<file path="src/logic/fiv_pkg.sv">
package fiv_pkg;
	// Register word indices; byte address is four times the index
	localparam logic [7:0] IDX_F0_SEL = 8'h09;
	localparam logic [7:0] IDX_F0_LOW = 8'h0a;
	localparam logic [7:0] IDX_F0_HIGH = 8'h0b;
	localparam logic [7:0] IDX_F1_SEL = 8'h0c;
	localparam logic [7:0] IDX_F1_LOW = 8'h0d;
	localparam logic [7:0] IDX_F1_HIGH = 8'h0e;
	localparam logic [7:0] IDX_PEND0 = 8'h0f;
	localparam logic [7:0] IDX_IRQ_STAT = 8'h15;
	localparam logic [7:0] IDX_IRQ_MASK = 8'h16;
	// Field layout
	localparam int SEL_W = 7;
	localparam int LOW_W = 16;
	localparam int HIGH_W = 5;
	localparam int VAB_W = 21;
	localparam int PEND_FIRST = 2;
	localparam int PEND_LAST = 16;
	localparam int EVT_W = 2;
	localparam int EVT_FAST0 = 0;
	localparam int EVT_FAST1 = 1;
	// Reset values
	localparam logic [SEL_W-1:0] SEL_RST = 7'h00;
	localparam logic [LOW_W-1:0] LOW_RST = 16'h0000;
	localparam logic [HIGH_W-1:0] HIGH_RST = 5'h00;
	localparam logic [EVT_W-1:0] EVT_RST = 2'h0;
	localparam logic [VAB_W-1:0] VAB_RST = 21'h000000;
	localparam logic PEND_BIT0 = 1'b1;
	// AHB encodings
	localparam logic [1:0] HTRANS_NONSEQ = 2'h2;
	localparam logic HRESP_OKAY = 1'b0;

	// One fast vector: selection and direct address
	typedef struct packed {
		logic [SEL_W-1:0] sel;
		logic [HIGH_W-1:0] high;
		logic [LOW_W-1:0] low;
	} fiv_fast_type;

	// Answer presented to the core
	typedef struct packed {
		logic valid;
		logic fast0;
		logic fast1;
		logic [VAB_W-1:0] vab;
	} fiv_vec_type;

	// Latched AHB address phase
	typedef struct packed {
		logic wr;
		logic rd;
		logic [7:0] idx;
	} fiv_aphase_type;
endpackage

</file>
<file path="src/logic/fiv_vectoring.sv">
// Added by the designer: the AHB-Lite register port.
`timescale 1ns/1ns
// Contract
// - Fast 0 vector is 5-bit high field above 16-bit low field, 21 bits.
// - Fast 1 holds a 16-bit low address field in bits 15..0.
// - Fast 1 holds a 5-bit high field in bits 4..0 above the low field.
// - A 7-bit field, bits 6..0, names the fast 1 vector number.
// - Exactly two requests are fast, one per selection field.
// - A taken fast interrupt vectors straight to its own address fields.
// - A fast request beats every other level 2 request.
// - With both fast requests active, fast 0 goes first.
// - Unused selection bits 15..7 and high bits 15..5 read zero.
// - Pending word bits 1..15 report vector numbers 2..16.
// - Pending bits read 0 while pending, 1 when not.
// - Pending word bit 0 always reads one.
// - A 7-bit field, bits 6..0, names the fast 0 vector number.
// - Fast 0 holds a 16-bit low address field in bits 15..0.
module fiv_vectoring
	import fiv_pkg::*;
#(
	parameter int NUM_VEC = 67
) (
	// Clock and reset
	input wire logic clk,
	input wire logic rstn,
	// AHB-Lite slave
	input wire logic hsel,
	input wire logic [31:0] haddr,
	input wire logic [1:0] htrans,
	input wire logic hwrite,
	input wire logic [2:0] hsize,
	input wire logic hready,
	input wire logic [31:0] hwdata,
	output logic hreadyout,
	output logic hresp,
	output logic [31:0] hrdata,
	// Requests and level 2 winner from the arbiter
	input wire logic [NUM_VEC-1:0] irq_req,
	input wire logic norm_valid,
	input wire logic [VAB_W-1:0] norm_vab,
	input wire logic core_ack,
	// To the core
	output logic core_irq,
	output logic core_fast0,
	output logic core_fast1,
	output logic [VAB_W-1:0] core_vab,
	// Interrupt
	output logic irq
);

	// Selection hits only a real request line
	function automatic logic fast_hit(input logic [SEL_W-1:0] sel,
		input logic [NUM_VEC-1:0] req);
		logic hit;
		hit = 1'b0;
		if (int'(sel) >= PEND_FIRST && int'(sel) < NUM_VEC) begin
			hit = req[sel];
		end
		return hit;
	endfunction

	function automatic logic [31:0] wide16(input logic [15:0] v);
		return {16'h0000, v};
	endfunction

	fiv_fast_type f0_reg, f0_next, f1_reg, f1_next;
	fiv_vec_type vec_reg, vec_next;
	fiv_aphase_type ap_reg, ap_next;
	logic [EVT_W-1:0] stat_reg, stat_next, mask_reg, mask_next;
	logic [31:0] hrdata_reg, hrdata_next;
	logic hreadyout_reg, irq_reg;

	// Address phase decode
	wire a_take = hsel & hready & htrans[1];
	wire [7:0] a_idx = haddr[9:2];
	wire a_in_range = (haddr[31:10] == 22'h000000);
	assign ap_next.wr = a_take & hwrite & a_in_range;
	assign ap_next.rd = a_take & ~hwrite & a_in_range;
	assign ap_next.idx = a_idx;

	// Data phase writes
	wire d_wr = ap_reg.wr;
	wire w_f0_sel = d_wr & (ap_reg.idx == IDX_F0_SEL);
	wire w_f0_low = d_wr & (ap_reg.idx == IDX_F0_LOW);
	wire w_f0_high = d_wr & (ap_reg.idx == IDX_F0_HIGH);
	wire w_f1_sel = d_wr & (ap_reg.idx == IDX_F1_SEL);
	wire w_f1_low = d_wr & (ap_reg.idx == IDX_F1_LOW);
	wire w_f1_high = d_wr & (ap_reg.idx == IDX_F1_HIGH);
	wire w_stat = d_wr & (ap_reg.idx == IDX_IRQ_STAT);
	wire w_mask = d_wr & (ap_reg.idx == IDX_IRQ_MASK);

	assign f0_next.sel = w_f0_sel ? hwdata[SEL_W-1:0] : f0_reg.sel;
	assign f0_next.low = w_f0_low ? hwdata[LOW_W-1:0] : f0_reg.low;
	assign f0_next.high = w_f0_high ? hwdata[HIGH_W-1:0] : f0_reg.high;
	assign f1_next.sel = w_f1_sel ? hwdata[SEL_W-1:0] : f1_reg.sel;
	assign f1_next.low = w_f1_low ? hwdata[LOW_W-1:0] : f1_reg.low;
	assign f1_next.high = w_f1_high ? hwdata[HIGH_W-1:0] : f1_reg.high;
	assign mask_next = w_mask ? hwdata[EVT_W-1:0] : mask_reg;

	// Fast selection and priority
	wire hit0 = fast_hit(f0_reg.sel, irq_req);
	wire hit1 = fast_hit(f1_reg.sel, irq_req);
	wire [VAB_W-1:0] vab0 = {f0_reg.high, f0_reg.low};
	wire [VAB_W-1:0] vab1 = {f1_reg.high, f1_reg.low};
	// Fast 0 ahead of fast 1, both ahead of the normal level 2 winner
	assign vec_next.fast0 = hit0;
	assign vec_next.fast1 = hit1 & ~hit0;
	assign vec_next.valid = hit0 | hit1 | norm_valid;
	assign vec_next.vab = hit0 ? vab0 :
		hit1 ? vab1 :
		norm_valid ? norm_vab : VAB_RST;

	// Events: core takes a fast vector; set wins over clear
	wire [EVT_W-1:0] evt = {core_ack & vec_reg.valid & vec_reg.fast1,
		core_ack & vec_reg.valid & vec_reg.fast0};
	wire [EVT_W-1:0] clr = w_stat ? hwdata[EVT_W-1:0] : EVT_RST;
	assign stat_next = (stat_reg & ~clr) | evt;

	// Pending word is live; bits above the word read zero
	wire [15:0] pend0 = {~irq_req[PEND_LAST:PEND_FIRST], PEND_BIT0};

	// Read mux uses next values so a read right after a write sees it
	wire [7:0] r_idx = a_idx;
	wire r_en = ap_next.rd;
	logic [15:0] r_val;
	always_comb begin
		r_val = 16'h0000;
		case (r_idx)
		IDX_F0_SEL: r_val = {9'h000, f0_next.sel};
		IDX_F0_LOW: r_val = f0_next.low;
		IDX_F0_HIGH: r_val = {11'h000, f0_next.high};
		IDX_F1_SEL: r_val = {9'h000, f1_next.sel};
		IDX_F1_LOW: r_val = f1_next.low;
		IDX_F1_HIGH: r_val = {11'h000, f1_next.high};
		IDX_PEND0: r_val = pend0;
		IDX_IRQ_STAT: r_val = {14'h0000, stat_next};
		IDX_IRQ_MASK: r_val = {14'h0000, mask_next};
		default: r_val = 16'h0000;
		endcase
	end
	assign hrdata_next = r_en ? wide16(r_val) : 32'h00000000;

	// Selection and address fields
	always_ff @(posedge clk or negedge rstn) begin
		if (!rstn) begin
			f0_reg <= '{sel: SEL_RST, high: HIGH_RST, low: LOW_RST};
			f1_reg <= '{sel: SEL_RST, high: HIGH_RST, low: LOW_RST};
		end else begin
			f0_reg <= f0_next;
			f1_reg <= f1_next;
		end
	end

	// Bus slave state
	always_ff @(posedge clk or negedge rstn) begin
		if (!rstn) begin
			ap_reg <= '{wr: 1'b0, rd: 1'b0, idx: 8'h00};
			hrdata_reg <= 32'h00000000;
			hreadyout_reg <= 1'b0;
		end else begin
			ap_reg <= ap_next;
			hrdata_reg <= hrdata_next;
			hreadyout_reg <= 1'b1;
		end
	end

	// Core answer and interrupt
	always_ff @(posedge clk or negedge rstn) begin
		if (!rstn) begin
			vec_reg <= '{valid: 1'b0, fast0: 1'b0, fast1: 1'b0, vab: VAB_RST};
			stat_reg <= EVT_RST;
			mask_reg <= EVT_RST;
			irq_reg <= 1'b0;
		end else begin
			vec_reg <= vec_next;
			stat_reg <= stat_next;
			mask_reg <= mask_next;
			irq_reg <= |(stat_next & mask_next);
		end
	end

	assign hreadyout = hreadyout_reg;
	assign hresp = HRESP_OKAY;
	assign hrdata = hrdata_reg;
	assign core_irq = vec_reg.valid;
	assign core_fast0 = vec_reg.fast0;
	assign core_fast1 = vec_reg.fast1;
	assign core_vab = vec_reg.vab;
	assign irq = irq_reg;

	// Checks
	a_fast0_vab: assert property (@(posedge clk) disable iff (!rstn)
		hit0 |=> core_fast0 && core_vab == $past(vab0))
		else $error("fast 0 vector address wrong");
	a_fast1_vab: assert property (@(posedge clk) disable iff (!rstn)
		hit1 && !hit0 |=> core_fast1 && core_vab == $past(vab1))
		else $error("fast 1 vector address wrong");
	a_fast_order: assert property (@(posedge clk) disable iff (!rstn)
		hit0 && hit1 |=> core_fast0 && !core_fast1)
		else $error("fast 1 served ahead of fast 0");
	a_fast_over_norm: assert property (@(posedge clk)
		disable iff (!rstn)
		(hit0 || hit1) && norm_valid |=> (core_fast0 || core_fast1)
			&& core_vab == $past(hit0 ? vab0 : vab1))
		else $error("normal vector beat a fast request");
	a_pend_bit0: assert property (@(posedge clk) disable iff (!rstn)
		r_en && r_idx == IDX_PEND0 |=> hrdata[0] && hrdata[31:16] == 16'h0)
		else $error("pending bit 0 not one");
	a_pend_low: assert property (@(posedge clk) disable iff (!rstn)
		r_en && r_idx == IDX_PEND0 |=>
			hrdata[15:1] == ~$past(irq_req[PEND_LAST:PEND_FIRST]))
		else $error("pending bits not active low");
	a_sel_upper_zero: assert property (@(posedge clk)
		disable iff (!rstn)
		r_en && (r_idx == IDX_F0_SEL || r_idx == IDX_F1_SEL)
			|=> hrdata[31:7] == 25'h0)
		else $error("selection upper bits not zero");
	a_high_upper_zero: assert property (@(posedge clk)
		disable iff (!rstn)
		r_en && (r_idx == IDX_F0_HIGH || r_idx == IDX_F1_HIGH)
			|=> hrdata[31:5] == 27'h0)
		else $error("address high upper bits not zero");
	a_write_f0_sel: assert property (@(posedge clk) disable iff (!rstn)
		w_f0_sel |=> f0_reg.sel == $past(hwdata[SEL_W-1:0]))
		else $error("fast 0 selection not written");
	a_irq_level: assert property (@(posedge clk) disable iff (!rstn)
		(evt & mask_next) != EVT_RST |=> irq)
		else $error("interrupt not raised for masked-in event");

	// Field writes land and other fields hold
	a_write_f0_low: assert property (@(posedge clk)
		disable iff (!rstn)
		w_f0_low |=> f0_reg.low == $past(hwdata[LOW_W-1:0]))
		else $error("fast 0 low address not written");
	a_write_f0_high: assert property (@(posedge clk)
		disable iff (!rstn)
		w_f0_high |=> f0_reg.high == $past(hwdata[HIGH_W-1:0]))
		else $error("fast 0 high address not written");
	a_write_f1_sel: assert property (@(posedge clk)
		disable iff (!rstn)
		w_f1_sel |=> f1_reg.sel == $past(hwdata[SEL_W-1:0]))
		else $error("fast 1 selection not written");
	a_write_f1_low: assert property (@(posedge clk)
		disable iff (!rstn)
		w_f1_low |=> f1_reg.low == $past(hwdata[LOW_W-1:0]))
		else $error("fast 1 low address not written");
	a_write_f1_high: assert property (@(posedge clk)
		disable iff (!rstn)
		w_f1_high |=> f1_reg.high == $past(hwdata[HIGH_W-1:0]))
		else $error("fast 1 high address not written");
	a_hold_f0: assert property (@(posedge clk)
		disable iff (!rstn)
		!w_f0_sel && !w_f0_low && !w_f0_high |=> $stable(f0_reg))
		else $error("fast 0 fields changed without a write");
	a_hold_f1: assert property (@(posedge clk)
		disable iff (!rstn)
		!w_f1_sel && !w_f1_low && !w_f1_high |=> $stable(f1_reg))
		else $error("fast 1 fields changed without a write");

	// Read-back of each field; low fields also check upper bits zero
	a_rd_f0_sel: assert property (@(posedge clk)
		disable iff (!rstn)
		r_en && r_idx == IDX_F0_SEL |=> hrdata[6:0] == $past(f0_next.sel))
		else $error("fast 0 selection read wrong");
	a_rd_f0_low: assert property (@(posedge clk)
		disable iff (!rstn)
		r_en && r_idx == IDX_F0_LOW |=> hrdata == wide16($past(f0_next.low)))
		else $error("fast 0 low address read wrong");
	a_rd_f0_high: assert property (@(posedge clk)
		disable iff (!rstn)
		r_en && r_idx == IDX_F0_HIGH |=> hrdata[4:0] == $past(f0_next.high))
		else $error("fast 0 high address read wrong");
	a_rd_f1_sel: assert property (@(posedge clk)
		disable iff (!rstn)
		r_en && r_idx == IDX_F1_SEL |=> hrdata[6:0] == $past(f1_next.sel))
		else $error("fast 1 selection read wrong");
	a_rd_f1_low: assert property (@(posedge clk)
		disable iff (!rstn)
		r_en && r_idx == IDX_F1_LOW |=> hrdata == wide16($past(f1_next.low)))
		else $error("fast 1 low address read wrong");
	a_rd_f1_high: assert property (@(posedge clk)
		disable iff (!rstn)
		r_en && r_idx == IDX_F1_HIGH |=> hrdata[4:0] == $past(f1_next.high))
		else $error("fast 1 high address read wrong");

	// Core answer follows the inputs of the previous edge
	a_norm_path: assert property (@(posedge clk)
		disable iff (!rstn)
		!hit0 && !hit1 && norm_valid |=> core_irq && !core_fast0
			&& !core_fast1 && core_vab == $past(norm_vab))
		else $error("normal vector not presented");
	a_idle_quiet: assert property (@(posedge clk)
		disable iff (!rstn)
		!hit0 && !hit1 && !norm_valid |=> !core_irq && core_vab == VAB_RST)
		else $error("vector presented with no request");
	a_fast_excl: assert property (@(posedge clk)
		disable iff (!rstn)
		core_fast0 |-> !core_fast1)
		else $error("both fast flags set");
	a_fast_valid: assert property (@(posedge clk)
		disable iff (!rstn)
		core_fast0 || core_fast1 |-> core_irq)
		else $error("fast flag without interrupt");
	a_fast0_req: assert property (@(posedge clk)
		disable iff (!rstn)
		core_fast0 |-> $past(irq_req[f0_reg.sel])
			&& int'($past(f0_reg.sel)) >= PEND_FIRST)
		else $error("fast 0 flagged without its request");
	a_fast1_req: assert property (@(posedge clk)
		disable iff (!rstn)
		core_fast1 |-> $past(irq_req[f1_reg.sel] && !hit0))
		else $error("fast 1 flagged without its request");

	// Pending word stays read-only and live
	a_pend_wr_ign: assert property (@(posedge clk)
		disable iff (!rstn)
		d_wr && ap_reg.idx == IDX_PEND0 |=> $stable(f0_reg)
			&& $stable(f1_reg) && $stable(mask_reg))
		else $error("write to pending word changed state");
	a_pend_ends: assert property (@(posedge clk)
		disable iff (!rstn)
		r_en && r_idx == IDX_PEND0 |=> hrdata[1] == !$past(irq_req[PEND_FIRST])
			&& hrdata[15] == !$past(irq_req[PEND_LAST]))
		else $error("pending word bit order wrong");

	// Bus slave: no wait states, data only in the data phase
	a_no_wait: assert property (@(posedge clk)
		disable iff (!rstn)
		$past(rstn) |-> hreadyout && hresp == HRESP_OKAY)
		else $error("slave not ready or not okay");
	a_rd_idle_zero: assert property (@(posedge clk)
		disable iff (!rstn)
		!r_en |=> hrdata == 32'h00000000)
		else $error("read data outside data phase");
	a_unmapped_zero: assert property (@(posedge clk)
		disable iff (!rstn)
		r_en && r_idx > IDX_IRQ_MASK |=> hrdata == 32'h00000000)
		else $error("unmapped register read not zero");
	a_out_of_range: assert property (@(posedge clk)
		disable iff (!rstn)
		a_take && !a_in_range |=> !ap_reg.wr && !ap_reg.rd)
		else $error("out of range address taken");

	// Status is sticky; a clear never hides a new event
	a_stat_set: assert property (@(posedge clk)
		disable iff (!rstn)
		evt != EVT_RST |=> (stat_reg & $past(evt)) == $past(evt))
		else $error("taken event not recorded");
	a_stat_clear: assert property (@(posedge clk)
		disable iff (!rstn)
		w_stat && evt == EVT_RST |=>
			stat_reg == ($past(stat_reg) & ~$past(hwdata[EVT_W-1:0])))
		else $error("status clear wrong");
	a_irq_low: assert property (@(posedge clk)
		disable iff (!rstn)
		(stat_next & mask_next) == EVT_RST |=> !irq)
		else $error("interrupt high with nothing unmasked");
	a_mask_write: assert property (@(posedge clk)
		disable iff (!rstn)
		w_mask |=> mask_reg == $past(hwdata[EVT_W-1:0]))
		else $error("mask not written");
endmodule

</file>
<file path="config.mk">
export PLATFORM = sky130hd
export DESIGN_NAME = fiv_vectoring
export DESIGN_NICKNAME = d
export VERILOG_FILES = /design/src/logic/fiv_pkg.sv /design/src/logic/fiv_vectoring.sv
export SDC_FILE = /design/constraint.sdc
export NUM_CORES = 1
export LEC_CHECK = 0
export ABC_AREA = 1
export BUFFER_PORTS_ARGS = -buffer_cell sky130_fd_sc_hd__buf_4
export CAP_MARGIN = 20
export CORE_ASPECT_RATIO = 0.75
export CORE_MARGIN = 4
export CORE_UTILIZATION = 48
export DETAILED_ROUTE_END_ITERATION = 12
export PLACE_DENSITY = 0.8
export SLEW_MARGIN = 30
export SYNTH_ARGS = -nofsm -noshare
export SYNTH_HDL_FRONTEND = slang
export SYNTH_SLANG_ARGS = --single-unit
</file>
<file path="constraint.sdc">
create_clock -name clk -period 2.2 [get_ports clk]
set_clock_uncertainty 0.1 [all_clocks]
set_input_delay 0.11 -clock clk [delete_from_list [all_inputs] [get_ports clk]]
set_output_delay 0.11 -clock clk [all_outputs]
set_load 0.03 [all_outputs]
</file>
==> flow_summary.html, run 1 <==
<table>
<tr><th>Metric</th><th>Value</th></tr>
<tr><th colspan="2">GRT</th></tr>
<tr><td>GR Layer Usage met1</td><td>37.8%</td></tr>
<tr><td>First-pass GRT wire length</td><td>37.2 mm</td></tr>
<tr><td>Largest net degree at the start of global routing</td><td>62</td></tr>
<tr><td>GR Layer Usage met2</td><td>45.0%</td></tr>
<tr><td>Via count of the first global-routing pass</td><td>7560</td></tr>
<tr><td>Met3 routing resource usage after global routing</td><td>6.96%</td></tr>
<tr><td>Antenna violations before repair</td><td>0</td></tr>
<tr><td>Global-route usage over all layers</td><td>28.0%</td></tr>
<tr><td>Overflow after GRT</td><td>0</td></tr>
<tr><td>Highest-utilization routing layer at the global route stage</td><td>met2</td></tr>
<tr><th colspan="2">Floorplan</th></tr>
<tr><td>Chip width</td><td>146 um</td></tr>
<tr><td>Ports</td><td>223</td></tr>
<tr><td>Row Count</td><td>37</td></tr>
<tr><td>Starting density of the core</td><td>49.5%</td></tr>
<tr><td>Area inside the core boundary</td><td>13900 um^2</td></tr>
<tr><td>Die Outline Area</td><td>16300 um^2</td></tr>
<tr><td>Die Height</td><td>112 um</td></tr>
<tr><th colspan="2">Finish</th></tr>
<tr><td>Ant. Diodes</td><td>0</td></tr>
<tr><td>Total Nets Final</td><td>1448</td></tr>
<tr><td>Most common cell after layout, fill and taps aside</td><td>sky130_fd_sc_hd__nand2_1</td></tr>
<tr><td>Layout-stage area growth over the synthesis result</td><td>44.6%</td></tr>
<tr><td>Leading cell types in the layout, fill and taps excluded</td><td>sky130_fd_sc_hd__nand2_1 (300), sky130_fd_sc_hd__buf_4 (243), sky130_fd_sc_hd__inv_1 (134)</td></tr>
<tr><td>Share of layout cells above drive strength 1</td><td>29.0%</td></tr>
<tr><th colspan="2">Synthesis</th></tr>
<tr><td>Avg Synthesized Cell Area</td><td>6.81 um^2</td></tr>
<tr><td>Fraction of registers with async set/reset</td><td>100%</td></tr>
<tr><td>Cell type with the largest total area after synthesis</td><td>sky130_fd_sc_hd__dfrtp_1</td></tr>
<tr><td>Library cells used by synthesis</td><td>37</td></tr>
<tr><td>Sequential share of the synthesized area</td><td>40.4%</td></tr>
<tr><td>Post-synth top flop</td><td>sky130_fd_sc_hd__dfrtp_1</td></tr>
<tr><td>Synth Instances</td><td>1010</td></tr>
<tr><td>Synthesis warning total</td><td>0</td></tr>
<tr><td>Fraction of post-synthesis cell area in the top cell type by area</td><td>40.4%</td></tr>
<tr><td>Cell types occupying the most area after synthesis</td><td>sky130_fd_sc_hd__dfrtp_1 (40%), sky130_fd_sc_hd__nand2_1 (17%), sky130_fd_sc_hd__nand3_1 (9.0%), sky130_fd_sc_hd__inv_1 (7.6%), sky130_fd_sc_hd__nor2_1 (5.2%)</td></tr>
<tr><td>Synthesized area</td><td>6880 um^2</td></tr>
<tr><td>Post-synth EDFFs</td><td>0</td></tr>
<tr><td>Synthesized flop and latch total</td><td>111</td></tr>
<tr><th colspan="2">Worst setup path</th></tr>
<tr><td>Critical Path Start Type</td><td>flop</td></tr>
<tr><td>Arrival time at the worst endpoint</td><td>2.55 ns</td></tr>
<tr><td>CP required</td><td>2.39 ns</td></tr>
<tr><td>WS Path Type</td><td>flop to flop</td></tr>
<tr><td>Worst setup EP type</td><td>flop</td></tr>
<tr><td>CP max FO</td><td>10</td></tr>
<tr><th colspan="2">STA</th></tr>
<tr><td>Hold Violations, Final</td><td>0</td></tr>
<tr><td>Total count of max-transition violations in the final report</td><td>0</td></tr>
<tr><td>Final critical delay including setup and external delays</td><td>2.36 ns</td></tr>
<tr><td>Setup Total Neg Slack</td><td>-2.69 ns</td></tr>
<tr><td>Setup WS post-layout</td><td>-0.161 ns</td></tr>
<tr><td>Final worst path period share</td><td>107%</td></tr>
<tr><td>Max Clk Rate</td><td>423 MHz</td></tr>
<tr><td>RSZ-0062 raised after global routing</td><td>yes</td></tr>
<tr><td>Final setup violation count</td><td>21</td></tr>
<tr><th colspan="2">Detailed routing</th></tr>
<tr><td>Vias per Instance</td><td>5.55</td></tr>
<tr><td>First-pass detailed-route iteration total</td><td>7</td></tr>
<tr><td>DRC violation total after the first TritonRoute iteration</td><td>1242</td></tr>
<tr><td>Remaining DRCs</td><td>0</td></tr>
<tr><td>Mean routed wirelength per cell</td><td>17.4 um</td></tr>
<tr><td>Number of routed nets with antenna violations</td><td>0</td></tr>
<tr><td>Vias after detailed routing</td><td>8128</td></tr>
<tr><td>DRT Wirelength</td><td>25.5 mm</td></tr>
<tr><th colspan="2">Placed design</th></tr>
<tr><td>HPWL Detailed</td><td>17.5 mm</td></tr>
<tr><td>Routability congestion estimate from global placement</td><td>1.02</td></tr>
<tr><td>Number of port buffers</td><td>183</td></tr>
<tr><th colspan="2">Clock tree</th></tr>
<tr><td>CTS tree</td><td>yes</td></tr>
<tr><td>Number of buffers added by the clock tree synthesis step</td><td>9</td></tr>
<tr><td>Number of sinks on the clock net</td><td>111</td></tr>
<tr><td>Clock H-tree levels</td><td>3</td></tr>
<tr><td>Root Buffer Master</td><td>sky130_fd_sc_hd__clkbuf_16</td></tr>
<tr><td>Bufs on Longest Clock Path</td><td>2</td></tr>
<tr><td>Clock latency reported for the late side of the worst-skew pair</td><td>0.35 ns</td></tr>
<tr><td>Clock transition at the registers of the reported paths</td><td>0.07 ns</td></tr>
<tr><th colspan="2">Power and ir drop</th></tr>
<tr><td>Largest voltage drop on the vdd net</td><td>0.431 mV</td></tr>
<tr><td>Sum of internal, switching and leakage power</td><td>4.35 mW</td></tr>
<tr><td>Power per cell area</td><td>437 nW/um^2</td></tr>
<tr><td>Static leakage</td><td>5.55 nW</td></tr>
<tr><th colspan="2">Min path</th></tr>
<tr><td>Type of the worst min-delay path</td><td>input port to flop</td></tr>
<tr><th colspan="2">Outcome</th></tr>
<tr><td>Violations in the final reports</td><td>setup timing</td></tr>
<tr><td>Result of the run</td><td>finished, violations left</td></tr>
<tr><th colspan="2">Flow run</th></tr>
<tr><td>Total of max-cap violations</td><td>0</td></tr>
</table>
==> final timing paths <==
kind / end / depth (start not counted) / startpoint / slack [ns]
max: core_vab[5]$_DFF_PN0_ / 18 / f1_reg[21]$_DFF_PN0_ / -0.16
min: core_vab[20]$_DFF_PN0_ / 5 / norm_vab[20] / 0.003
max reg2reg: core_vab[5]$_DFF_PN0_ / 18 / f1_reg[21]$_DFF_PN0_ / -0.16
min reg2reg: core_vab[15]$_DFF_PN0_ / 2 / f0_reg[15]$_DFF_PN0_ / 0.40
max in group asynchronous: f0_reg[21]$_DFF_PN0_ / 3 / rstn / 1.20
min in group asynchronous: core_vab[15]$_DFF_PN0_ / 2 / rstn / 0.11
==> worst max-delay path: stages, from the launching register on <==
cell                      delay [ns]
sky130_fd_sc_hd__dfrtp_2        0.48
sky130_fd_sc_hd__inv_4          0.07
sky130_fd_sc_hd__buf_8          0.15
sky130_fd_sc_hd__nand2_1        0.07
sky130_fd_sc_hd__nand3_1        0.07
sky130_fd_sc_hd__nand2_1        0.07
sky130_fd_sc_hd__nand2_1        0.05
sky130_fd_sc_hd__nand2_1        0.07
sky130_fd_sc_hd__nand2_2        0.09
sky130_fd_sc_hd__nand2_1        0.06
sky130_fd_sc_hd__nand2_1        0.05
sky130_fd_sc_hd__nor2_2         0.10
sky130_fd_sc_hd__nand2_1        0.08
sky130_fd_sc_hd__buf_4          0.15
sky130_fd_sc_hd__a21oi_4        0.16
sky130_fd_sc_hd__buf_12         0.15
sky130_fd_sc_hd__buf_12         0.15
sky130_fd_sc_hd__nand3_2        0.09
sky130_fd_sc_hd__nand3_2        0.08
==> per-stage QoR <==
step           setup WS (ns)  instances  area (um^2)  hold WS (ns)  utilization, %
2_1_floorplan          0.275       1026         6940        -0.286               -
3_3_place_gp         -0.0316       1396         8790       -0.0578            63.3
3_5_place_dp         -0.0530       1396         8790       -0.0541            63.3
4_1_cts              -0.0193       1450         9480       0.00248            68.3
5_1_grt               -0.275       1464         9940        0.0216            71.6
6_report              -0.161       1464         9940       0.00304            71.6
==> layer usage <==
| metal | share of wire, % | up-vias |
|---|---|---|
| met5 | 0 | - |
| met1 | 38 | 3770 |
| met4 | 3.6 | 0 |
| li1 | - | 3717 |
| met2 | 46 | 542 |
| met3 | 13 | 99 |
==> layout make-up <==
class	count	area, um^2
fillers	1083	3950
multi-input cells	720	3570
flip-flops and latches	111	2790
repair buffers	299	2540
inverters	143	547
clock buffers	10	239
well taps	175	219
clock inverters	6	43.8
==> timing repair <==
item | CTS | global route
resized for setup | 15 | 85
pin swaps | 0 | 11
cloned | 0 | 7
setup buffers | 3 | 8
hold buffers | 35 | 0
hold endpoints to repair | 151 | 0
endpoints found under the setup margin | 28 | 40
==> kinds of logic after synthesis <==
logic type / share of synthesized area (%)
flops: 40.4
simple gates: 35.2
mux: 1.47
other cells: 0.109
buf+inv: 12.9
compound gates: 9.90
==> power by group <==
part	internal [mW]	switching (mW)
clock	0.806	0.769
sequential	2.08	0.0243
combinational	0.310	0.357
==> cells in the mapped netlist (3+ instances only) <==
| cell | number |
|---|---|
| sky130_fd_sc_hd__o2bb2ai_1 | 3 |
| sky130_fd_sc_hd__or2_2 | 4 |
| sky130_fd_sc_hd__a21oi_1 | 25 |
| sky130_fd_sc_hd__inv_1 | 139 |
| sky130_fd_sc_hd__buf_2 | 20 |
| sky130_fd_sc_hd__o21a_1 | 8 |
| sky130_fd_sc_hd__nor4_1 | 4 |
| sky130_fd_sc_hd__o221ai_1 | 4 |
| sky130_fd_sc_hd__nor2_1 | 96 |
| sky130_fd_sc_hd__nand3_1 | 124 |
| sky130_fd_sc_hd__clkbuf_1 | 7 |
| sky130_fd_sc_hd__nand2_1 | 310 |
| sky130_fd_sc_hd__nor3_1 | 19 |
| sky130_fd_sc_hd__nand2_2 | 6 |
| sky130_fd_sc_hd__o21ai_0 | 58 |
| sky130_fd_sc_hd__dfrtp_1 | 111 |
| sky130_fd_sc_hd__mux2_2 | 9 |
| sky130_fd_sc_hd__o211ai_1 | 9 |
| sky130_fd_sc_hd__buf_6 | 5 |
| sky130_fd_sc_hd__buf_4 | 22 |
| sky130_fd_sc_hd__a22o_1 | 3 |
No activity file was read; power rests on OpenSTA's default activity.
==> inputs of run 2 (changes only) <==
--- a/config.mk
+++ b/config.mk
@@ -8,7 +8,6 @@
 export ABC_AREA = 1
 export BUFFER_PORTS_ARGS = -buffer_cell sky130_fd_sc_hd__buf_4
 export CAP_MARGIN = 20
-export CORE_ASPECT_RATIO = 0.75
 export CORE_MARGIN = 4
 export CORE_UTILIZATION = 48
 export DETAILED_ROUTE_END_ITERATION = 12
==> constraint.sdc (replaced) <==
create_clock -name clk -period 2.5 [get_ports clk]
set_clock_uncertainty 0.1 [all_clocks]
set_input_delay 0.125 -clock clk [delete_from_list [all_inputs] [get_ports clk]]
set_output_delay 0.125 -clock clk [all_outputs]
set_load 0.03 [all_outputs]
==> run 2 against run 1 <==
Effect of this change:
- the flow now finishes without violations
- utilization fell by 6.4 points
- critical path type unchanged
- routed wire length fell by 13%
- critical endpoint is now hrdata[5]$_DFF_PN0_
- register-to-register slack improved by 0.34 ns
- largest cell class unchanged
- flip-flop and latch count did not move
==> flow_summary.html, run 2 (same netlist as run 1, synthesis figures left out) <==
<table>
<tr><th>Metric</th><th>Value</th></tr>
<tr><th colspan="2">Outcome</th></tr>
<tr><td>Result of the run</td><td>completed</td></tr>
<tr><th colspan="2">Power and ir drop</th></tr>
<tr><td>Internal power</td><td>2.87 mW</td></tr>
<tr><td>Proportion of power drawn by the clock network</td><td>37.1%</td></tr>
<tr><td>Relative contribution of combinational cells to total power</td><td>14.4%</td></tr>
<tr><td>Relative contribution of sequential cells to total power</td><td>48.5%</td></tr>
<tr><td>Sum of internal, switching and leakage power</td><td>3.81 mW</td></tr>
<tr><td>Power per cell area</td><td>419 nW/um^2</td></tr>
<tr><td>Static leakage</td><td>5.17 nW</td></tr>
<tr><td>Largest voltage drop on the vdd net</td><td>0.347 mV</td></tr>
<tr><td>Reported net switching power</td><td>0.942 mW</td></tr>
<tr><td>Net Sw Frac</td><td>24.7%</td></tr>
<tr><th colspan="2">Min path</th></tr>
<tr><td>Type of the worst min-delay path</td><td>input port to flop</td></tr>
<tr><td>Worst min-delay path startpoint</td><td>hwdata[1]</td></tr>
<tr><th colspan="2">Floorplan</th></tr>
<tr><td>Ports</td><td>223</td></tr>
<tr><td>Row Count</td><td>43</td></tr>
<tr><td>Chip width</td><td>128 um</td></tr>
<tr><td>Die Outline Area</td><td>16300 um^2</td></tr>
<tr><td>Area inside the core boundary</td><td>13900 um^2</td></tr>
<tr><td>Die Height</td><td>128 um</td></tr>
<tr><td>Starting density of the core</td><td>49.3%</td></tr>
<tr><th colspan="2">STA</th></tr>
<tr><td>Final critical delay including setup and external delays</td><td>2.32 ns</td></tr>
<tr><td>Slew at the pin closest to its max-slew limit</td><td>0.561 ns</td></tr>
<tr><td>Total count of max-transition violations in the final report</td><td>0</td></tr>
<tr><td>Hold Violations, Final</td><td>0</td></tr>
<tr><td>Max Clk Rate</td><td>431 MHz</td></tr>
<tr><td>Slew HR</td><td>62.6%</td></tr>
<tr><td>Final worst path period share</td><td>92.9%</td></tr>
<tr><td>Setup Total Neg Slack</td><td>0 ns</td></tr>
<tr><td>RSZ-0062 raised after global routing</td><td>no</td></tr>
<tr><td>Final setup violation count</td><td>0</td></tr>
<tr><th colspan="2">Detailed routing</th></tr>
<tr><td>DRC violation total after the first TritonRoute iteration</td><td>751</td></tr>
<tr><td>Vias after detailed routing</td><td>7461</td></tr>
<tr><td>Remaining DRCs</td><td>0</td></tr>
<tr><td>Vias per Instance</td><td>5.30</td></tr>
<tr><td>Mean routed wirelength per cell</td><td>15.7 um</td></tr>
<tr><td>DRT Wirelength</td><td>22.1 mm</td></tr>
<tr><td>Number of routed nets with antenna violations</td><td>0</td></tr>
<tr><td>First-pass detailed-route iteration total</td><td>5</td></tr>
<tr><th colspan="2">GRT</th></tr>
<tr><td>Largest net degree at the start of global routing</td><td>69</td></tr>
<tr><td>Overflow after GRT</td><td>0</td></tr>
<tr><td>Via count of the first global-routing pass</td><td>6924</td></tr>
<tr><td>Antenna violations before repair</td><td>0</td></tr>
<tr><td>Global-route usage over all layers</td><td>26.2%</td></tr>
<tr><td>First-pass GRT wire length</td><td>34.2 mm</td></tr>
<tr><th colspan="2">Clock tree</th></tr>
<tr><td>Number of sinks on the clock net</td><td>111</td></tr>
<tr><td>Number of buffers added by the clock tree synthesis step</td><td>9</td></tr>
<tr><td>Clock H-tree levels</td><td>3</td></tr>
<tr><td>Root Buffer Master</td><td>sky130_fd_sc_hd__clkbuf_16</td></tr>
<tr><td>Clock latency reported for the late side of the worst-skew pair</td><td>0.35 ns</td></tr>
<tr><td>Clock transition at the registers of the reported paths</td><td>0.07 ns</td></tr>
<tr><td>Bufs on Longest Clock Path</td><td>2</td></tr>
<tr><td>CTS tree</td><td>yes</td></tr>
<tr><th colspan="2">Worst setup path</th></tr>
<tr><td>Critical Path Start Type</td><td>flop</td></tr>
<tr><td>CP max FO</td><td>23</td></tr>
<tr><td>Worst R2R Start</td><td>ap_reg[6]$_DFF_PN0_</td></tr>
<tr><td>Arrival time at the worst endpoint</td><td>2.43 ns</td></tr>
<tr><td>WS Path Type</td><td>flop to flop</td></tr>
<tr><td>Worst setup EP type</td><td>flop</td></tr>
<tr><td>CP required</td><td>2.60 ns</td></tr>
<tr><td>Launching instance or port of the critical path</td><td>ap_reg[6]$_DFF_PN0_</td></tr>
<tr><th colspan="2">Placed design</th></tr>
<tr><td>Placed Instance Area</td><td>8510 um^2</td></tr>
<tr><td>Number of port buffers</td><td>183</td></tr>
<tr><td>Routability congestion estimate from global placement</td><td>1.00</td></tr>
<tr><td>HPWL Detailed</td><td>16.4 mm</td></tr>
<tr><th colspan="2">Finish</th></tr>
<tr><td>Most common cell after layout, fill and taps aside</td><td>sky130_fd_sc_hd__nand2_1</td></tr>
<tr><td>Leading cell types in the layout, fill and taps excluded</td><td>sky130_fd_sc_hd__nand2_1 (310), sky130_fd_sc_hd__buf_4 (207), sky130_fd_sc_hd__inv_1 (138)</td></tr>
<tr><td>Ant. Diodes</td><td>0</td></tr>
<tr><td>Share of layout cells above drive strength 1</td><td>21.4%</td></tr>
<tr><td>Post-route cell area</td><td>9080 um^2</td></tr>
<tr><td>Layout-stage area growth over the synthesis result</td><td>32.1%</td></tr>
<tr><td>Total Nets Final</td><td>1387</td></tr>
<tr><th colspan="2">Flow run</th></tr>
<tr><td>Total of max-cap violations</td><td>0</td></tr>
</table>
==> run 2: area by class of cell <==
class	instances	area, um^2
fillers	1224	4850
multi-input cells	718	3270
flip-flops and latches	111	2780
repair buffers	240	1960
inverters	143	546
clock buffers	13	280
well taps	180	225
clock inverters	2	13.8
==> run 2: metrics by stage <==
step / setup WS [ns] / utilization [%] / hold WS (ns) / cells
after detailed placement: 0.224 / 61.1 / 0.0555 / 1365
after global placement: 0.258 / 61.1 / 0.0543 / 1365
after floorplan: 0.575 / - / -0.271 / 1026
after global routing: 0.00900 / 65.2 / 0.0233 / 1407
after CTS: 0.208 / 65.0 / 0.00103 / 1405
final: 0.178 / 65.2 / 0.00841 / 1407
==> run 2: metal layers <==
metal,vias to the layer above,wire length [um],track usage (%),share of wire [%]
met5,-,0,0,0
met4,0,458,5.74,2.1
met3,44,2130,5.54,9.7
met2,399,10700,44.1,48
met1,3432,8790,35.2,40
li1,3586,-,-,-
==> run 2: timing repair <==
item	in CTS	in global routing
endpoints found under the hold margin	78	0
buffers inserted	0	2
gates resized for setup	0	5
endpoints found under the setup margin	0	15
hold buffers	25	0
==> run 2: final timing paths <==
path	to	slack, ns	depth (start not counted)
hold / removal	f0_reg[1]$_DFF_PN0_	0.008	3
hold reg to reg	core_vab[15]$_DFF_PN0_	0.40	2
max in group asynchronous	f1_reg[22]$_DFF_PN0_	1.31	3
min in group asynchronous	core_vab[15]$_DFF_PN0_	0.22	2
setup reg to reg	hrdata[5]$_DFF_PN0_	0.18	10
setup / recovery	hrdata[5]$_DFF_PN0_	0.18	10
==> run 2: power by group through the flow <==
| stage | clock [mW] | sequential [mW] | combinational, mW |
|---|---|---|---|
| after CTS | 1.42 | 1.85 | 0.545 |
| after global placement | 0 | 1.88 | 0.503 |
| final | 1.41 | 1.85 | 0.547 |
| after floorplan | 0 | 1.92 | 0.190 |
| after detailed placement | 0 | 1.88 | 0.511 |
| after global routing | 1.50 | 1.85 | 0.599 |
==> run 2: worst max-delay path: stages (launching register included) <==
cell,delay (ns)
sky130_fd_sc_hd__dfrtp_1,0.37
sky130_fd_sc_hd__inv_1,0.05
sky130_fd_sc_hd__nand2_1,0.07
sky130_fd_sc_hd__nor3_1,0.23
sky130_fd_sc_hd__nand2_1,0.12
sky130_fd_sc_hd__inv_1,0.10
sky130_fd_sc_hd__nand2_2,0.28
sky130_fd_sc_hd__o21ai_0,0.34
sky130_fd_sc_hd__o22ai_1,0.10
sky130_fd_sc_hd__a21oi_1,0.25
sky130_fd_sc_hd__a31oi_1,0.16
==> inputs of run 3 (changes only) <==
--- a/config.mk
+++ b/config.mk
@@ -9,9 +9,9 @@
 export BUFFER_PORTS_ARGS = -buffer_cell sky130_fd_sc_hd__buf_4
 export CAP_MARGIN = 20
 export CORE_MARGIN = 4
-export CORE_UTILIZATION = 48
+export CORE_UTILIZATION = 50
 export DETAILED_ROUTE_END_ITERATION = 12
-export PLACE_DENSITY = 0.8
+export PLACE_DENSITY = 0.83
 export SLEW_MARGIN = 30
 export SYNTH_ARGS = -nofsm -noshare
 export SYNTH_HDL_FRONTEND = slang
==> run 3 against run 2 <==
Effect of this change:
- count of clock-buffer cells in the layout down 2
- total power grew 0.86%
- critical path type unchanged
- largest power group unchanged
- critical endpoint is now core_vab[2]$_DFF_PN0_
- routed wire length decreased by 1.1%
- final area up 0.47%
- global-route usage up 0.72 points
- non-clock buffer count up 6
==> flow_summary.html, run 3 (same netlist as run 1, synthesis figures left out) <==
<table>
<tr><th>Metric</th><th>Value</th></tr>
<tr><th colspan="2">Outcome</th></tr>
<tr><td>Result of the run</td><td>completed</td></tr>
<tr><th colspan="2">Finish</th></tr>
<tr><td>Layout-stage area growth over the synthesis result</td><td>32.7%</td></tr>
<tr><td>Most common cell after layout, fill and taps aside</td><td>sky130_fd_sc_hd__nand2_1</td></tr>
<tr><td>Leading cell types in the layout, fill and taps excluded</td><td>sky130_fd_sc_hd__nand2_1 (310), sky130_fd_sc_hd__buf_4 (212), sky130_fd_sc_hd__inv_1 (138)</td></tr>
<tr><td>Share of layout cells above drive strength 1</td><td>21.6%</td></tr>
<tr><td>Total Nets Final</td><td>1393</td></tr>
<tr><td>Ant. Diodes</td><td>0</td></tr>
<tr><th colspan="2">Clock tree</th></tr>
<tr><td>Clock H-tree levels</td><td>3</td></tr>
<tr><td>CTS tree</td><td>yes</td></tr>
<tr><td>Clock transition at the registers of the reported paths</td><td>0.07 ns</td></tr>
<tr><td>Root Buffer Master</td><td>sky130_fd_sc_hd__clkbuf_16</td></tr>
<tr><td>Bufs on Longest Clock Path</td><td>2</td></tr>
<tr><td>Post-CTS Setup Inserts</td><td>0</td></tr>
<tr><td>Number of buffers added by the clock tree synthesis step</td><td>9</td></tr>
<tr><td>Number of sinks on the clock net</td><td>111</td></tr>
<tr><td>Clock latency reported for the late side of the worst-skew pair</td><td>0.35 ns</td></tr>
<tr><th colspan="2">Worst setup path</th></tr>
<tr><td>Termination of the worst setup path</td><td>core_vab[2]$_DFF_PN0_</td></tr>
<tr><td>Worst R2R Start</td><td>f1_reg[21]$_DFF_PN0_</td></tr>
<tr><td>CP Cell Sequence</td><td>inv_2 &gt; nand2_1 &gt; nand3_1 &gt; nand2_1 &gt; nor2_1 &gt; nand2_1 &gt; a21oi_1 &gt; nor2_1 &gt; nand2_1 &gt; nand2_1 &gt; nand2_2 &gt; buf_12 &gt; nand3_1 &gt; nand3_1</td></tr>
<tr><td>Most used cell, CP</td><td>sky130_fd_sc_hd__nand2_1</td></tr>
<tr><td>Reg-to-reg slack, setup</td><td>0.17 ns</td></tr>
<tr><td>Maximum cell stage delay along the critical path</td><td>0.43 ns</td></tr>
<tr><td>Worst setup EP type</td><td>flop</td></tr>
<tr><td>R2r endpoint</td><td>core_vab[2]$_DFF_PN0_</td></tr>
<tr><td>Critical Path Start Type</td><td>flop</td></tr>
<tr><td>FF-to-FF path depth</td><td>14</td></tr>
<tr><td>CP required</td><td>2.68 ns</td></tr>
<tr><td>Launching instance or port of the critical path</td><td>f1_reg[21]$_DFF_PN0_</td></tr>
<tr><td>WS Path Type</td><td>flop to flop</td></tr>
<tr><td>CP max FO</td><td>24</td></tr>
<tr><td>Cell with the biggest individual delay on the critical path</td><td>sky130_fd_sc_hd__dfrtp_1</td></tr>
<tr><td>Arrival time at the worst endpoint</td><td>2.52 ns</td></tr>
<tr><th colspan="2">Floorplan</th></tr>
<tr><td>Ports</td><td>223</td></tr>
<tr><td>Die Height</td><td>125 um</td></tr>
<tr><td>Die Outline Area</td><td>15700 um^2</td></tr>
<tr><td>Chip width</td><td>125 um</td></tr>
<tr><td>Row Count</td><td>42</td></tr>
<tr><td>Starting density of the core</td><td>51.5%</td></tr>
<tr><td>Area inside the core boundary</td><td>13300 um^2</td></tr>
<tr><th colspan="2">Detailed routing</th></tr>
<tr><td>DRC violation total after the first TritonRoute iteration</td><td>875</td></tr>
<tr><td>Remaining DRCs</td><td>0</td></tr>
<tr><td>Mean routed wirelength per cell</td><td>15.5 um</td></tr>
<tr><td>Number of routed nets with antenna violations</td><td>0</td></tr>
<tr><td>Vias per Instance</td><td>5.32</td></tr>
<tr><td>First-pass detailed-route iteration total</td><td>6</td></tr>
<tr><td>DRT Wirelength</td><td>21.8 mm</td></tr>
<tr><td>Vias after detailed routing</td><td>7500</td></tr>
<tr><th colspan="2">GRT</th></tr>
<tr><td>Antenna violations before repair</td><td>0</td></tr>
<tr><td>Global-route usage over all layers</td><td>27.0%</td></tr>
<tr><td>Via count of the first global-routing pass</td><td>7091</td></tr>
<tr><td>Largest net degree at the start of global routing</td><td>56</td></tr>
<tr><td>First-pass GRT wire length</td><td>34.6 mm</td></tr>
<tr><td>Overflow after GRT</td><td>0</td></tr>
<tr><th colspan="2">Power and ir drop</th></tr>
<tr><td>Static leakage</td><td>5.20 nW</td></tr>
<tr><td>Power per cell area</td><td>421 nW/um^2</td></tr>
<tr><td>Largest voltage drop on the vdd net</td><td>0.320 mV</td></tr>
<tr><th colspan="2">STA</th></tr>
<tr><td>Slew HR</td><td>52.6%</td></tr>
<tr><td>Setup WS post-layout</td><td>0.168 ns</td></tr>
<tr><td>Setup Total Neg Slack</td><td>0 ns</td></tr>
<tr><td>Slew at the pin closest to its max-slew limit</td><td>0.711 ns</td></tr>
<tr><td>Final worst path period share</td><td>93.3%</td></tr>
<tr><td>Final critical delay including setup and external delays</td><td>2.33 ns</td></tr>
<tr><td>RSZ-0062 raised after global routing</td><td>no</td></tr>
<tr><td>Hold Violations, Final</td><td>0</td></tr>
<tr><td>Final setup violation count</td><td>0</td></tr>
<tr><td>Max Clk Rate</td><td>429 MHz</td></tr>
<tr><td>Total count of max-transition violations in the final report</td><td>0</td></tr>
<tr><td>Post-Route Hold Slack</td><td>0.00599 ns</td></tr>
<tr><th colspan="2">Placed design</th></tr>
<tr><td>Number of port buffers</td><td>183</td></tr>
<tr><td>HPWL Detailed</td><td>16.5 mm</td></tr>
<tr><td>Worst slack, placed</td><td>0.244 ns</td></tr>
<tr><td>Routability congestion estimate from global placement</td><td>0.980</td></tr>
<tr><th colspan="2">Flow run</th></tr>
<tr><td>Total of max-cap violations</td><td>0</td></tr>
<tr><th colspan="2">Min path</th></tr>
<tr><td>Type of the worst min-delay path</td><td>input port to flop</td></tr>
</table>
[run 3: area by class of cell]
class	count	area [um^2]
Clock inverter	5	56.3
Clock buffer	11	243
Fill cell	1154	4230
Sequential cell	111	2780
Inverter	143	543
Timing Repair Buffer	246	2010
Tap cell	176	220
Multi-Input combinational cell	718	3270
[run 3: repair_timing]
item / in CTS / in global routing
resized for setup: 0 / 1
hold buffers: 26 / 0
endpoints found under the hold margin: 91 / 0
endpoints found under the setup margin: 0 / 5
[run 3: how the worst min path moves through the flow]
stage,end,from,slack (ns),depth (start not counted)
6_report,core_vab[17]$_DFF_PN0_,norm_vab[17],0.006,5
3_3_place_gp,f0_reg[15]$_DFF_PN0_,rstn,0.11,1
4_1_cts,core_vab[17]$_DFF_PN0_,norm_vab[17],0.01,5
2_1_floorplan,ap_reg[0]$_DFF_PN0_,rstn,-0.27,0
3_5_place_dp,core_vab[12]$_DFF_PN0_,rstn,0.12,1
5_1_grt,core_vab[17]$_DFF_PN0_,norm_vab[17],0.03,5
[run 3: worst max-delay path, delay by kind of cell (launching register included)]
kind	cells	cell delay (ns)
flip-flops	1	0.43
AO/OA/AOI/OAI	1	0.25
buffers and inverters	2	0.53
AND/OR/NAND/NOR	11	0.93
[run 3: routing by layer]
metal / global-route usage (%) / wire length (um) / up-vias
met5: 0 / 0 / -
met4: 8.04 / 630 / 0
met3: 6.44 / 2310 / 64
met2: 43.7 / 10300 / 391
met1: 36.2 / 8590 / 3452
li1: - / - / 3593
[run 3: report_power, final]
part | switching (mW) | leakage, nW | internal, mW | total, mW
registers | 0.0180 | 1.32 | 1.83 | 1.85
clock network | 0.638 | 0.146 | 0.805 | 1.44
logic | 0.292 | 3.74 | 0.257 | 0.548
total | 0.948 | 5.20 | 2.89 | 3.84
[run 3: stage by stage]
step                power (mW)  utilization (%)  cells  instance area [um^2]
CTS                       3.85             68.3   1410                  9120
finish                    3.84             68.3   1410                  9120
detailed placement        2.39             64.1   1368                  8560
floorplan                 2.11                -   1026                  6940
global placement          2.38             64.1   1368                  8560
global route              3.97             68.3   1410                  9120
